`config.mk`:
```
export PLATFORM = sky130hd
export DESIGN_NAME = pstr_top
export DESIGN_NICKNAME = d
export VERILOG_FILES = /design/src/design/pstr_pkg.sv /design/src/design/pstr_if.sv /design/src/design/pstr_export.sv /design/src/design/pstr_pause.sv /design/src/design/pstr_top.sv
export VERILOG_INCLUDE_DIRS = /design/src /design/src/design
export SDC_FILE = /design/constraint.sdc
export NUM_CORES = 1
export LEC_CHECK = 0
export BUFFER_PORTS_ARGS = -buffer_cell sky130_fd_sc_hd__buf_2
export CORE_MARGIN = 2
export CORE_UTILIZATION = 40
export DETAILED_ROUTE_END_ITERATION = 10
export PLACE_DENSITY = 0.61
export SYNTH_ARGS = -nofsm -noshare
export SYNTH_HDL_FRONTEND = slang
export SYNTH_SLANG_ARGS = --single-unit
```
`constraint.sdc`:
```
create_clock -name MCLK_I -period 2.73 [get_ports MCLK_I]
set_clock_uncertainty 0.15 [all_clocks]
set_input_delay 0 -clock MCLK_I [delete_from_list [all_inputs] [get_ports MCLK_I]]
set_output_delay 0 -clock MCLK_I [all_outputs]
set_load 0.02 [all_outputs]
```
`src/design/pstr_cfg.svh`:
```
// pstr_cfg.svh: register offsets, fields, codes and reset values
// assumes: included by bare name from the package and the top
`ifndef PSTR_CFG_SVH
`define PSTR_CFG_SVH
// byte offsets on the register bus
`define PSTR_ADR_MODE 8'h00
`define PSTR_ADR_PTYPE 8'h04
`define PSTR_ADR_PSRC 8'h08
`define PSTR_ADR_PLVL 8'h0c
`define PSTR_ADR_PALIGN 8'h10
`define PSTR_ADR_PDELAY 8'h14
`define PSTR_ADR_PTERM 8'h18
`define PSTR_ADR_XSTAGE 8'h1c
`define PSTR_ADR_XTERM 8'h20
`define PSTR_ADR_COMMIT 8'h24
`define PSTR_ADR_STATUS 8'h28
`define PSTR_ADR_XDEST 8'h2c
// field positions
`define PSTR_MODE_ACQ 0
`define PSTR_MODE_RUN 1
`define PSTR_STAT_PAUSE 0
`define PSTR_STAT_XACT 1
// setting codes
`define PSTR_CODE_OFF 8'h1c
`define PSTR_CODE_LEVEL 8'h1e
`define PSTR_CODE_PATTERN 8'h1f
`define PSTR_CODE_HIGH 8'h22
`define PSTR_CODE_LOW 8'h23
`define PSTR_CODE_RISE 8'h12
`define PSTR_CODE_FALL 8'h13
`define PSTR_CODE_DELAY 8'h14
`define PSTR_CODE_DIFF 8'h40
`define PSTR_CODE_SE 8'h41
// source index layout: front panel, backplane, timing bus, star
`define PSTR_SRC_BP 5'h04
`define PSTR_SRC_TB 5'h0c
`define PSTR_SRC_STAR 5'h14
`define PSTR_NSRC 21
// export mask: 4 front panel, 7 backplane, 7 timing bus
`define PSTR_DEST_W 18
// reset values
`define PSTR_RST_DELAY 8'h00
`define PSTR_RST_DEST 18'h00000
`endif

```
`src/design/pstr_pkg.sv`:
```
// pstr_pkg: types shared by the trigger routing modules
// assumes: pstr_cfg.svh is on the include path
package pstr_pkg;
`include "pstr_cfg.svh"
   // pause trigger type as held inside the block
   typedef enum logic [1:0] {PSTR_OFF, PSTR_LEVEL, PSTR_PATTERN} pstr_ptype_t;
   // where the level pause is sampled against the sample clock
   typedef enum logic [1:0] {PSTR_RISE, PSTR_FALL, PSTR_DELAY} pstr_align_t;
endpackage

```
`src/design/pstr_if.sv`:
```
// pstr_if: settings and results passed between top and its parts
// assumes: one top drives the settings, two parts answer
`timescale 1ns/1ns
`default_nettype none
interface pstr_if;
   import pstr_pkg::*;
   logic acq, run, lvl_high, smpl, pat_hit, script, pause, store;
   pstr_ptype_t ptype;
   pstr_align_t align;
   logic [4:0] src;
   logic [7:0] delay;
   logic [`PSTR_NSRC-1:0] lines;
   logic [`PSTR_DEST_W-1:0] dest, xout, xoe;
   modport ctl(output acq, run, lvl_high, smpl, pat_hit, script, ptype,
      align, src, delay, lines, dest, input pause, store, xout, xoe);
   modport pse(input acq, run, lvl_high, smpl, pat_hit, ptype, align,
      src, delay, lines, output pause, store);
   modport xpt(input acq, dest, script, output xout, xoe);
endinterface
`default_nettype wire

```
`src/design/pstr_export.sv`:
```
// pstr_export: drives the script trigger onto committed lines
// assumes: dest holds the committed mask, acq low means generation
`timescale 1ns/1ns
`default_nettype none
module pstr_export (
   input wire logic mclk_i,
   input wire logic nrst_i,
   pstr_if.xpt bus
);
   import pstr_pkg::*;
   typedef struct packed {
      logic [`PSTR_DEST_W-1:0] xout;
      logic [`PSTR_DEST_W-1:0] xoe;
   } pstr_xst_t;
   pstr_xst_t s, next_s;
   // drive only in generation; an empty mask leaves all lines floating
   always_comb begin
      next_s = s;
      next_s.xoe = bus.acq ? '0 : bus.dest;
      next_s.xout = next_s.xoe & {`PSTR_DEST_W{bus.script}};
   end
   always_ff @(posedge mclk_i or negedge nrst_i) begin
      if (!nrst_i) begin
         s <= '0;
      end else begin
         s <= next_s;
      end
   end
   assign bus.xout = s.xout;
   assign bus.xoe = s.xoe;
endmodule
`default_nettype wire

```
`src/design/pstr_pause.sv`:
```
// pstr_pause: pause trigger conditioning and sample store gate
// assumes: sample clock arrives as a level synchronous to mclk
`timescale 1ns/1ns
`default_nettype none
module pstr_pause (
   input wire logic mclk_i,
   input wire logic nrst_i,
   pstr_if.pse bus
);
   import pstr_pkg::*;
   typedef struct packed {
      logic smpl_d;
      logic armed;
      logic [7:0] cnt;
      logic pause;
      logic store;
   } pstr_pst_t;
   pstr_pst_t s, next_s;
   logic rise, fall, hit, upd;
   // condition the selected source and step the pause flag
   always_comb begin
      next_s = s;
      next_s.smpl_d = bus.smpl;
      rise = bus.smpl & ~s.smpl_d;
      fall = ~bus.smpl & s.smpl_d;
      hit = bus.lvl_high ? bus.lines[bus.src] : ~bus.lines[bus.src];
      upd = rise;
      if (bus.src < `PSTR_SRC_BP) begin
         unique case (bus.align)
            PSTR_RISE: upd = rise;
            PSTR_FALL: upd = fall;
            PSTR_DELAY: upd = s.armed && s.cnt == 8'h00;
            default: upd = rise; // unused code
         endcase
      end
      // delay count restarts on each rising sample edge
      if (rise) begin
         next_s.armed = 1'b1;
         next_s.cnt = bus.delay;
      end else if (s.armed) begin
         next_s.armed = s.cnt != 8'h00;
         next_s.cnt = s.cnt - 8'h01;
      end
      unique case (bus.ptype)
         PSTR_OFF: next_s.pause = 1'b0;
         PSTR_LEVEL: next_s.pause = bus.acq & (upd ? hit : s.pause);
         PSTR_PATTERN: next_s.pause = bus.acq & bus.pat_hit;
         default: next_s.pause = 1'b0; // unused code
      endcase
      // store only on rising sample edges seen unpaused
      next_s.store = rise & bus.acq & bus.run & ~next_s.pause;
   end
   always_ff @(posedge mclk_i or negedge nrst_i) begin
      if (!nrst_i) begin
         s <= '0;
      end else begin
         s <= next_s;
      end
   end
   assign bus.pause = s.pause;
   assign bus.store = s.store;
endmodule
`default_nettype wire

```
`src/design/pstr_top.sv`:
```
// pstr_top: pause trigger selection and script trigger export
// with a classic Wishbone register slave
// assumes: all inputs synchronous to MCLK_I; the sample clock is
// seen as a level and its edges are found here at mclk rate
`timescale 1ns/1ns
`default_nettype none
`include "pstr_cfg.svh"

// What this block does
// Pause type: codes 28 off, 30 level, 31 pattern
// Type off never pauses the operation
// Level mode: pause inactive until source level reached
// Pattern mode pauses on match, acquisition only
// Level source: front, backplane, timing, star lines
// Active level: 34 high, 35 low
// Front-panel alignment: 18 rise, 19 fall, 20 delay
// Export script trigger to chosen lines, generation only
// Committing empty destination releases the lines
// Terminal standard: 64 differential, 65 single-ended
// Paused acquisition stops storing; resumes next edge
module pstr_top (
   // clock and reset
   input wire logic MCLK_I,
   input wire logic NRST_I,
   // wishbone slave
   input wire logic WB_CYC_I,
   input wire logic WB_STB_I,
   input wire logic WB_WE_I,
   input wire logic [7:0] WB_ADR_I,
   input wire logic [3:0] WB_SEL_I,
   input wire logic [31:0] WB_DAT_I,
   output logic [31:0] WB_DAT_O,
   output logic WB_ACK_O,
   // data path timing
   input wire logic SMPL_CLK_I,
   input wire logic PATTERN_HIT_I,
   input wire logic SCRIPT_TRIG_I,
   // trigger lines in
   input wire logic [3:0] FP_LINE_I,
   input wire logic [7:0] BP_TRIG_I,
   input wire logic [7:0] TB_LINE_I,
   input wire logic BP_STAR_I,
   // trigger lines out
   output logic [3:0] FP_LINE_O,
   output logic [3:0] FP_LINE_OE_O,
   output logic [6:0] BP_TRIG_O,
   output logic [6:0] BP_TRIG_OE_O,
   output logic [6:0] TB_LINE_O,
   output logic [6:0] TB_LINE_OE_O,
   // conditioned results
   output logic PAUSE_O,
   output logic SAMPLE_STORE_O,
   // terminal standards, high selects differential
   output logic PAUSE_TERM_DIFF_O,
   output logic XPT_TERM_DIFF_O
);
   import pstr_pkg::*;

   // ----------
   // state
   // ----------
   typedef struct packed {
      logic acq; // acquisition when set, else generation
      logic run; // operation running
      pstr_ptype_t ptype; // pause type in force
      logic [4:0] src; // level pause source index
      logic lvl_high; // pause while source high
      pstr_align_t align; // sample clock alignment
      logic [7:0] delay; // mclk cycles after rising edge
      logic pterm_diff; // pause terminal differential
      logic xterm_diff; // export terminal differential
      logic [`PSTR_DEST_W-1:0] xstage; // staged export mask
      logic [`PSTR_DEST_W-1:0] xdest; // committed export mask
      logic ack; // bus answer
      logic [31:0] dat; // bus read data
   } pstr_st_t;

   pstr_st_t s, next_s;
   logic req; // new bus request this cycle
   logic [7:0] adr; // word aligned byte address
   logic [31:0] wval; // old register value merged with write
   logic pause_q; // pause flag from the conditioning part
   logic store_q; // store pulse from the conditioning part
   logic [`PSTR_DEST_W-1:0] xout_q; // export levels
   logic [`PSTR_DEST_W-1:0] xoe_q; // export enables

   pstr_if bus ();

   // ----------
   // helpers
   // ----------

   // register readback; also feeds the byte merge on writes
   function automatic logic [31:0] rd(input pstr_st_t c,
      input logic [7:0] a, input logic p,
      input logic [`PSTR_DEST_W-1:0] oe);
      logic [31:0] v;
      v = 32'h00000000;
      unique case (a)
         `PSTR_ADR_MODE: begin
            v[`PSTR_MODE_ACQ] = c.acq;
            v[`PSTR_MODE_RUN] = c.run;
         end
         `PSTR_ADR_PTYPE: begin
            unique case (c.ptype)
               PSTR_LEVEL: v[7:0] = `PSTR_CODE_LEVEL;
               PSTR_PATTERN: v[7:0] = `PSTR_CODE_PATTERN;
               default: v[7:0] = `PSTR_CODE_OFF;
            endcase
         end
         `PSTR_ADR_PSRC: v[4:0] = c.src;
         `PSTR_ADR_PLVL: begin
            v[7:0] = c.lvl_high ? `PSTR_CODE_HIGH : `PSTR_CODE_LOW;
         end
         `PSTR_ADR_PALIGN: begin
            unique case (c.align)
               PSTR_FALL: v[7:0] = `PSTR_CODE_FALL;
               PSTR_DELAY: v[7:0] = `PSTR_CODE_DELAY;
               default: v[7:0] = `PSTR_CODE_RISE;
            endcase
         end
         `PSTR_ADR_PDELAY: v[7:0] = c.delay;
         `PSTR_ADR_PTERM: v[7:0] = tcode(c.pterm_diff);
         `PSTR_ADR_XTERM: v[7:0] = tcode(c.xterm_diff);
         `PSTR_ADR_XSTAGE: v[`PSTR_DEST_W-1:0] = c.xstage;
         `PSTR_ADR_XDEST: v[`PSTR_DEST_W-1:0] = c.xdest;
         `PSTR_ADR_STATUS: begin
            v[`PSTR_STAT_PAUSE] = p;
            v[`PSTR_STAT_XACT] = |oe;
         end
         default: v = 32'h00000000; // unmapped reads as zero
      endcase
      return v;
   endfunction

   // code of a terminal standard
   function automatic logic [7:0] tcode(input logic diff);
      return diff ? `PSTR_CODE_DIFF : `PSTR_CODE_SE;
   endfunction

   // keep old bytes where the byte select is low
   function automatic logic [31:0] merge(input logic [31:0] o,
      input logic [31:0] n, input logic [3:0] sel);
      logic [31:0] r;
      r = o;
      for (int i = 0; i < 4; i++) begin
         if (sel[i]) begin
            r[i*8 +: 8] = n[i*8 +: 8];
         end
      end
      return r;
   endfunction

   // decode a terminal standard code; unknown codes keep old value
   function automatic logic tstd(input logic [7:0] code,
      input logic old);
      logic r;
      r = old;
      if (code == `PSTR_CODE_DIFF) begin
         r = 1'b1;
      end else if (code == `PSTR_CODE_SE) begin
         r = 1'b0;
      end
      return r;
   endfunction

   // ----------
   // register slave
   // ----------
   assign adr = {WB_ADR_I[7:2], 2'b00};
   // the answer comes one cycle after the request is seen; the
   // not-ack term stops a held request from being taken twice
   assign req = WB_CYC_I & WB_STB_I & ~s.ack;
   assign wval = merge(rd(s, adr, pause_q, xoe_q), WB_DAT_I, WB_SEL_I);

   // decode writes, form the answer
   always_comb begin
      next_s = s;
      next_s.ack = req;
      next_s.dat = 32'h00000000;
      if (req && !WB_WE_I) begin
         next_s.dat = rd(s, adr, pause_q, xoe_q);
      end
      if (req && WB_WE_I) begin
         unique case (adr)
            `PSTR_ADR_MODE: begin
               next_s.acq = wval[`PSTR_MODE_ACQ];
               next_s.run = wval[`PSTR_MODE_RUN];
               // a pattern pause cannot stay armed in generation
               if (!wval[`PSTR_MODE_ACQ] && s.ptype == PSTR_PATTERN) begin
                  next_s.ptype = PSTR_OFF;
               end
            end
            `PSTR_ADR_PTYPE: begin
               // unknown codes are ignored, old type stays
               if (wval[7:0] == `PSTR_CODE_OFF) begin
                  next_s.ptype = PSTR_OFF;
               end else if (wval[7:0] == `PSTR_CODE_LEVEL) begin
                  next_s.ptype = PSTR_LEVEL;
               end else if (wval[7:0] == `PSTR_CODE_PATTERN
                  && s.acq) begin
                  next_s.ptype = PSTR_PATTERN;
               end
            end
            `PSTR_ADR_PSRC: begin
               // only the 21 documented sources are taken
               if (wval[7:0] < 8'(`PSTR_NSRC)) begin
                  next_s.src = wval[4:0];
               end
            end
            `PSTR_ADR_PLVL: begin
               if (wval[7:0] == `PSTR_CODE_HIGH) begin
                  next_s.lvl_high = 1'b1;
               end else if (wval[7:0] == `PSTR_CODE_LOW) begin
                  next_s.lvl_high = 1'b0;
               end
            end
            `PSTR_ADR_PALIGN: begin
               if (wval[7:0] == `PSTR_CODE_RISE) begin
                  next_s.align = PSTR_RISE;
               end else if (wval[7:0] == `PSTR_CODE_FALL) begin
                  next_s.align = PSTR_FALL;
               end else if (wval[7:0] == `PSTR_CODE_DELAY) begin
                  next_s.align = PSTR_DELAY;
               end
            end
            `PSTR_ADR_PDELAY: next_s.delay = wval[7:0];
            `PSTR_ADR_PTERM: begin
               next_s.pterm_diff = tstd(wval[7:0], s.pterm_diff);
            end
            `PSTR_ADR_XTERM: begin
               next_s.xterm_diff = tstd(wval[7:0], s.xterm_diff);
            end
            `PSTR_ADR_XSTAGE: begin
               // staging alone never moves a pin
               next_s.xstage = wval[`PSTR_DEST_W-1:0];
            end
            `PSTR_ADR_COMMIT: begin
               // an empty staged mask releases every line
               next_s.xdest = s.xstage;
            end
            default: begin
               // read-only or unmapped: acked, nothing stored
            end
         endcase
      end
   end

   // register the whole state
   always_ff @(posedge MCLK_I or negedge NRST_I) begin
      if (!NRST_I) begin
         s <= '0;
         s.lvl_high <= 1'b1;
         s.delay <= `PSTR_RST_DELAY;
         s.xstage <= `PSTR_RST_DEST;
         s.xdest <= `PSTR_RST_DEST;
      end else begin
         s <= next_s;
      end
   end

   // ----------
   // parts
   // ----------
   assign bus.acq = s.acq;
   assign bus.run = s.run;
   assign bus.ptype = s.ptype;
   assign bus.src = s.src;
   assign bus.lvl_high = s.lvl_high;
   assign bus.align = s.align;
   assign bus.delay = s.delay;
   assign bus.dest = s.xdest;
   assign bus.smpl = SMPL_CLK_I;
   assign bus.pat_hit = PATTERN_HIT_I;
   assign bus.script = SCRIPT_TRIG_I;
   // source order: front panel 0-3, backplane 4-11, timing 12-19,
   // star 20
   assign bus.lines = {BP_STAR_I, TB_LINE_I, BP_TRIG_I, FP_LINE_I};
   assign pause_q = bus.pause;
   assign store_q = bus.store;
   assign xout_q = bus.xout;
   assign xoe_q = bus.xoe;

   // pause conditioning and store gate
   pstr_pause u_pause (
      .mclk_i(MCLK_I),
      .nrst_i(NRST_I),
      .bus(bus.pse)
   );

   // script trigger export
   pstr_export u_export (
      .mclk_i(MCLK_I),
      .nrst_i(NRST_I),
      .bus(bus.xpt)
   );

   // ----------
   // outputs, all from flip-flops
   // ----------
   assign WB_ACK_O = s.ack;
   assign WB_DAT_O = s.dat;
   assign PAUSE_O = pause_q;
   assign SAMPLE_STORE_O = store_q;
   assign FP_LINE_O = xout_q[3:0];
   assign FP_LINE_OE_O = xoe_q[3:0];
   assign BP_TRIG_O = xout_q[10:4];
   assign BP_TRIG_OE_O = xoe_q[10:4];
   assign TB_LINE_O = xout_q[17:11];
   assign TB_LINE_OE_O = xoe_q[17:11];
   assign PAUSE_TERM_DIFF_O = s.pterm_diff;
   assign XPT_TERM_DIFF_O = s.xterm_diff;
endmodule
`default_nettype wire

```
==> run metrics <==
Slew Limit Fails=0; area share of the largest cell type after synthesis=0.503; RSZ-0062 raised after global routing=true; DPL Wire Length=about 12,000 um; xor and xnor area share after synthesis=0.0114; first-pass GRT wire length=about 26,000 um; die area=~16,000 um^2; final setup TNS=0 ps; Final period util=0.985; core area=15,100 um^2; dpl ws=-64.2 ps; Most common cell on crit path=nor4_2; synth top area cells=dfrtp_1 50%, mux2_2 8.6%, buf_4 4.3%; CP Data Arrival Time=a little under 3000 ps; FF+latch count, synth=125; largest net degree at the start of global routing=55; Unique masters post-synth=68; slowest stage cell, crit path=dfrtp_1; main flop type after synthesis=dfrtp_1; initial DRC count=311; drt wl/cell=~18 um; Max Cap Viol=0; Critical Path Start Type=flop; root buffer cell=clkbuf_16; clk sinks=125; status=finished, final reports clean; most common cell after layout, fill and taps aside=dfrtp_1; register area share after synthesis=0.507; # port buffers=between 100 and 150; Hold Fails Final Rpt=0; RD Place Congestion=~0.92; Final Core Density=0.511; share of cells above drive strength 1=0.342; Longest Clk Path Bufs=2; leakage power=3.80 nW; WL final=approximately 17,000 um; Inserted Diodes=0; post-synthesis compound-gate area fraction=0.105; grt total ovfl=0; total iterations of the first detailed-routing run=5; slowest stage delay, CP=~390 ps; setup ws final=around 41 ps; Adder-Cell Fraction of Synth Area=0.0142; Area Overhead vs Synth=25.5%; vias in the first global route=approximately 4,900; chip height=roughly 130 um; CP max FO=16; TritonCTS Buffers=17; Skew-Pair Late Insertion Delay=~420 ps; CP Cell Sequence=nor4_2 > a311oi_1 > nor4_1 > a32oi_2 > buf_12 > or3_4 > nor4_2 > mux2i_1; Die X=~130 um; syn_area_per_cell=between 10 and 15 um^2; Final ANT Viol Nets=0; cell taking the most area after synthesis=dfrtp_1; relative slew slack=0.435; GRT Total Usage=0.211; worst slew pin tran=between 800 and 900 ps; hold crit path type=input port to async pin; initial antenna violation count=0; Final setup viols=0; I/O Pins=between 100 and 150; Ys Warns=0; number of enable flip-flop cells after synthesis=0; DRC viols=0; Worst Path Required=between 2000 and 3000 ps; most frequent cells in the layout=124 x dfrtp_1, 113 x buf_2, 47 x mux2_2; Largest delay share family, worst path=simple AND/OR/NAND/NOR gates; vias per cell=between 5 and 6; H-tree levels=4; cell area after synthesis=6170 um^2; Post-Synth Simple-Gate Area=0.173; Syn Inst Count=560; Starting Density=0.407; main combinational cell family by area after synthesis=simple AND/OR/NAND/NOR gates; via count=~4,800; Setup CP Type=flop to flop; pwr dens=~630 nW/um^2; final net count=just under 800; worst vdd rail ir drop=between 0.0004 and 0.0005 V; CTS tree=yes; post-synthesis mux area share=0.116; FP Rows=45; Worst-path clk slew=about 60 ps; CP endpoint kind=flop; CP bufs+invs=1; fraction of registers with async set/reset=1.00; Max Freq=372 MHz; Final min period=between 2000 and 3000 ps
[synthesized netlist by cell type, types with 5 or more instances]
cell	number
mux2_2	47
ha_1	7
nand2b_1	7
xnor2_1	7
mux2i_1	5
a21oi_1	9
o211ai_1	6
nor3_1	10
dfrtp_1	124
and3_1	5
and2_1	19
clkbuf_1	14
nor2b_1	28
a22oi_1	13
nor2_1	42
buf_2	8
nand2_1	31
buf_4	35
mux4_2	6
nand3_1	15
o21ai_0	14
inv_1	17
nor4_1	10
[power by group]
group	internal (mW)	total [mW]	leakage, nW	switching (mW)
Combinational	0.246	0.565	1.83	0.320
Clock	1.43	2.28	0.286	0.851
Sequential	1.93	2.00	1.69	0.0664
Total	3.61	4.84	3.80	1.24
[stage by stage]
stage | total power [mW] | cells | hold slack (ps) | instance area (um^2)
2_1_floorplan | 2.37 | 573 | -446 | 6220
4_1_cts | 4.88 | 899 | 5.87 | 7730
5_1_grt | 5.05 | 899 | 50.0 | 7740
6_report | 4.84 | 899 | 0.426 | 7740
3_5_place_dp | 2.56 | 846 | -61.8 | 6890
3_3_place_gp | 2.54 | 846 | -66.0 | 6890
[registers in the layout (all words and copies together) (netlist names)]
register	count
PAUSE_TERM_DIFF_O	1
WB_ACK_O	1
WB_DAT_O	18
XPT_TERM_DIFF_O	1
bus.acq	1
bus.align	2
bus.delay	8
bus.dest	18
bus.lvl_high	1
bus.ptype	2
bus.run	1
bus.src	5
s	18
u_export.bus.xoe	18
u_export.bus.xout	18
u_pause.bus.pause	1
u_pause.bus.store	1
u_pause.s	10
[what timing repair did]
action / CTS / global route
resized for setup: 2 / 2
pin swaps: 1 / 0
setup endpoints to repair: 1 / 4
endpoints found under the hold margin: 74 / 0
setup buffers: 0 / 0
hold buffers: 23 / 0
[area by class of cell]
class | instances | area [um^2]
Multi-Input combinational cell | 370 | 2670
Fill cell | 1379 | 7400
Timing Repair Buffer | 169 | 1060
Clock inverter | 13 | 168
Sequential cell | 125 | 3130
Clock buffer | 17 | 425
Inverter | 17 | 63.8
Tap cell | 188 | 235
[kinds of logic after synthesis]
family,Yosys count
other,1
AND/OR/NAND/NOR,194
buffers and inverters,78
adder cells (fa/ha/maj),7
flip-flops,125
XOR/XNOR,8
AO/OA/AOI/OAI,89
multiplexers,58
[final timing paths]
kind | startpoint | end | slack, ps | cells past startpoint
max in group asynchronous | NRST_I | bus.lvl_high | 1540 | 3
min in group MCLK_I | WB_ADR_I[2] | WB_DAT_O[7] | 20 | 5
hold reg to reg | bus.lvl_high | bus.lvl_high | 360 | 2
hold / removal | NRST_I | bus.dest[7] | 0.4 | 2
setup reg to reg | u_export.bus.xoe[8] | PAUSE_TERM_DIFF_O | 40 | 8
setup / recovery | u_export.bus.xoe[8] | PAUSE_TERM_DIFF_O | 40 | 8
[routing by layer]
layer | vias to the layer above | part of all wire | GRT usage
met1 | 2423 | 0.45 | 0.284
met4 | 0 | 0.027 | 0.0924
met5 | - | 0 | 0
met2 | 160 | 0.47 | 0.325
met3 | 38 | 0.055 | 0.0501
li1 | 2224 | - | -
[worst register-to-register path, delay by kind of cell (launching register included)]
family | cells | cell delay [ps]
mux | 1 | 220
simple gates | 4 | 1290
flops | 1 | 390
buf+inv | 1 | 190
compound gates | 2 | 380
No activity file was read; power rests on OpenSTA's default activity.
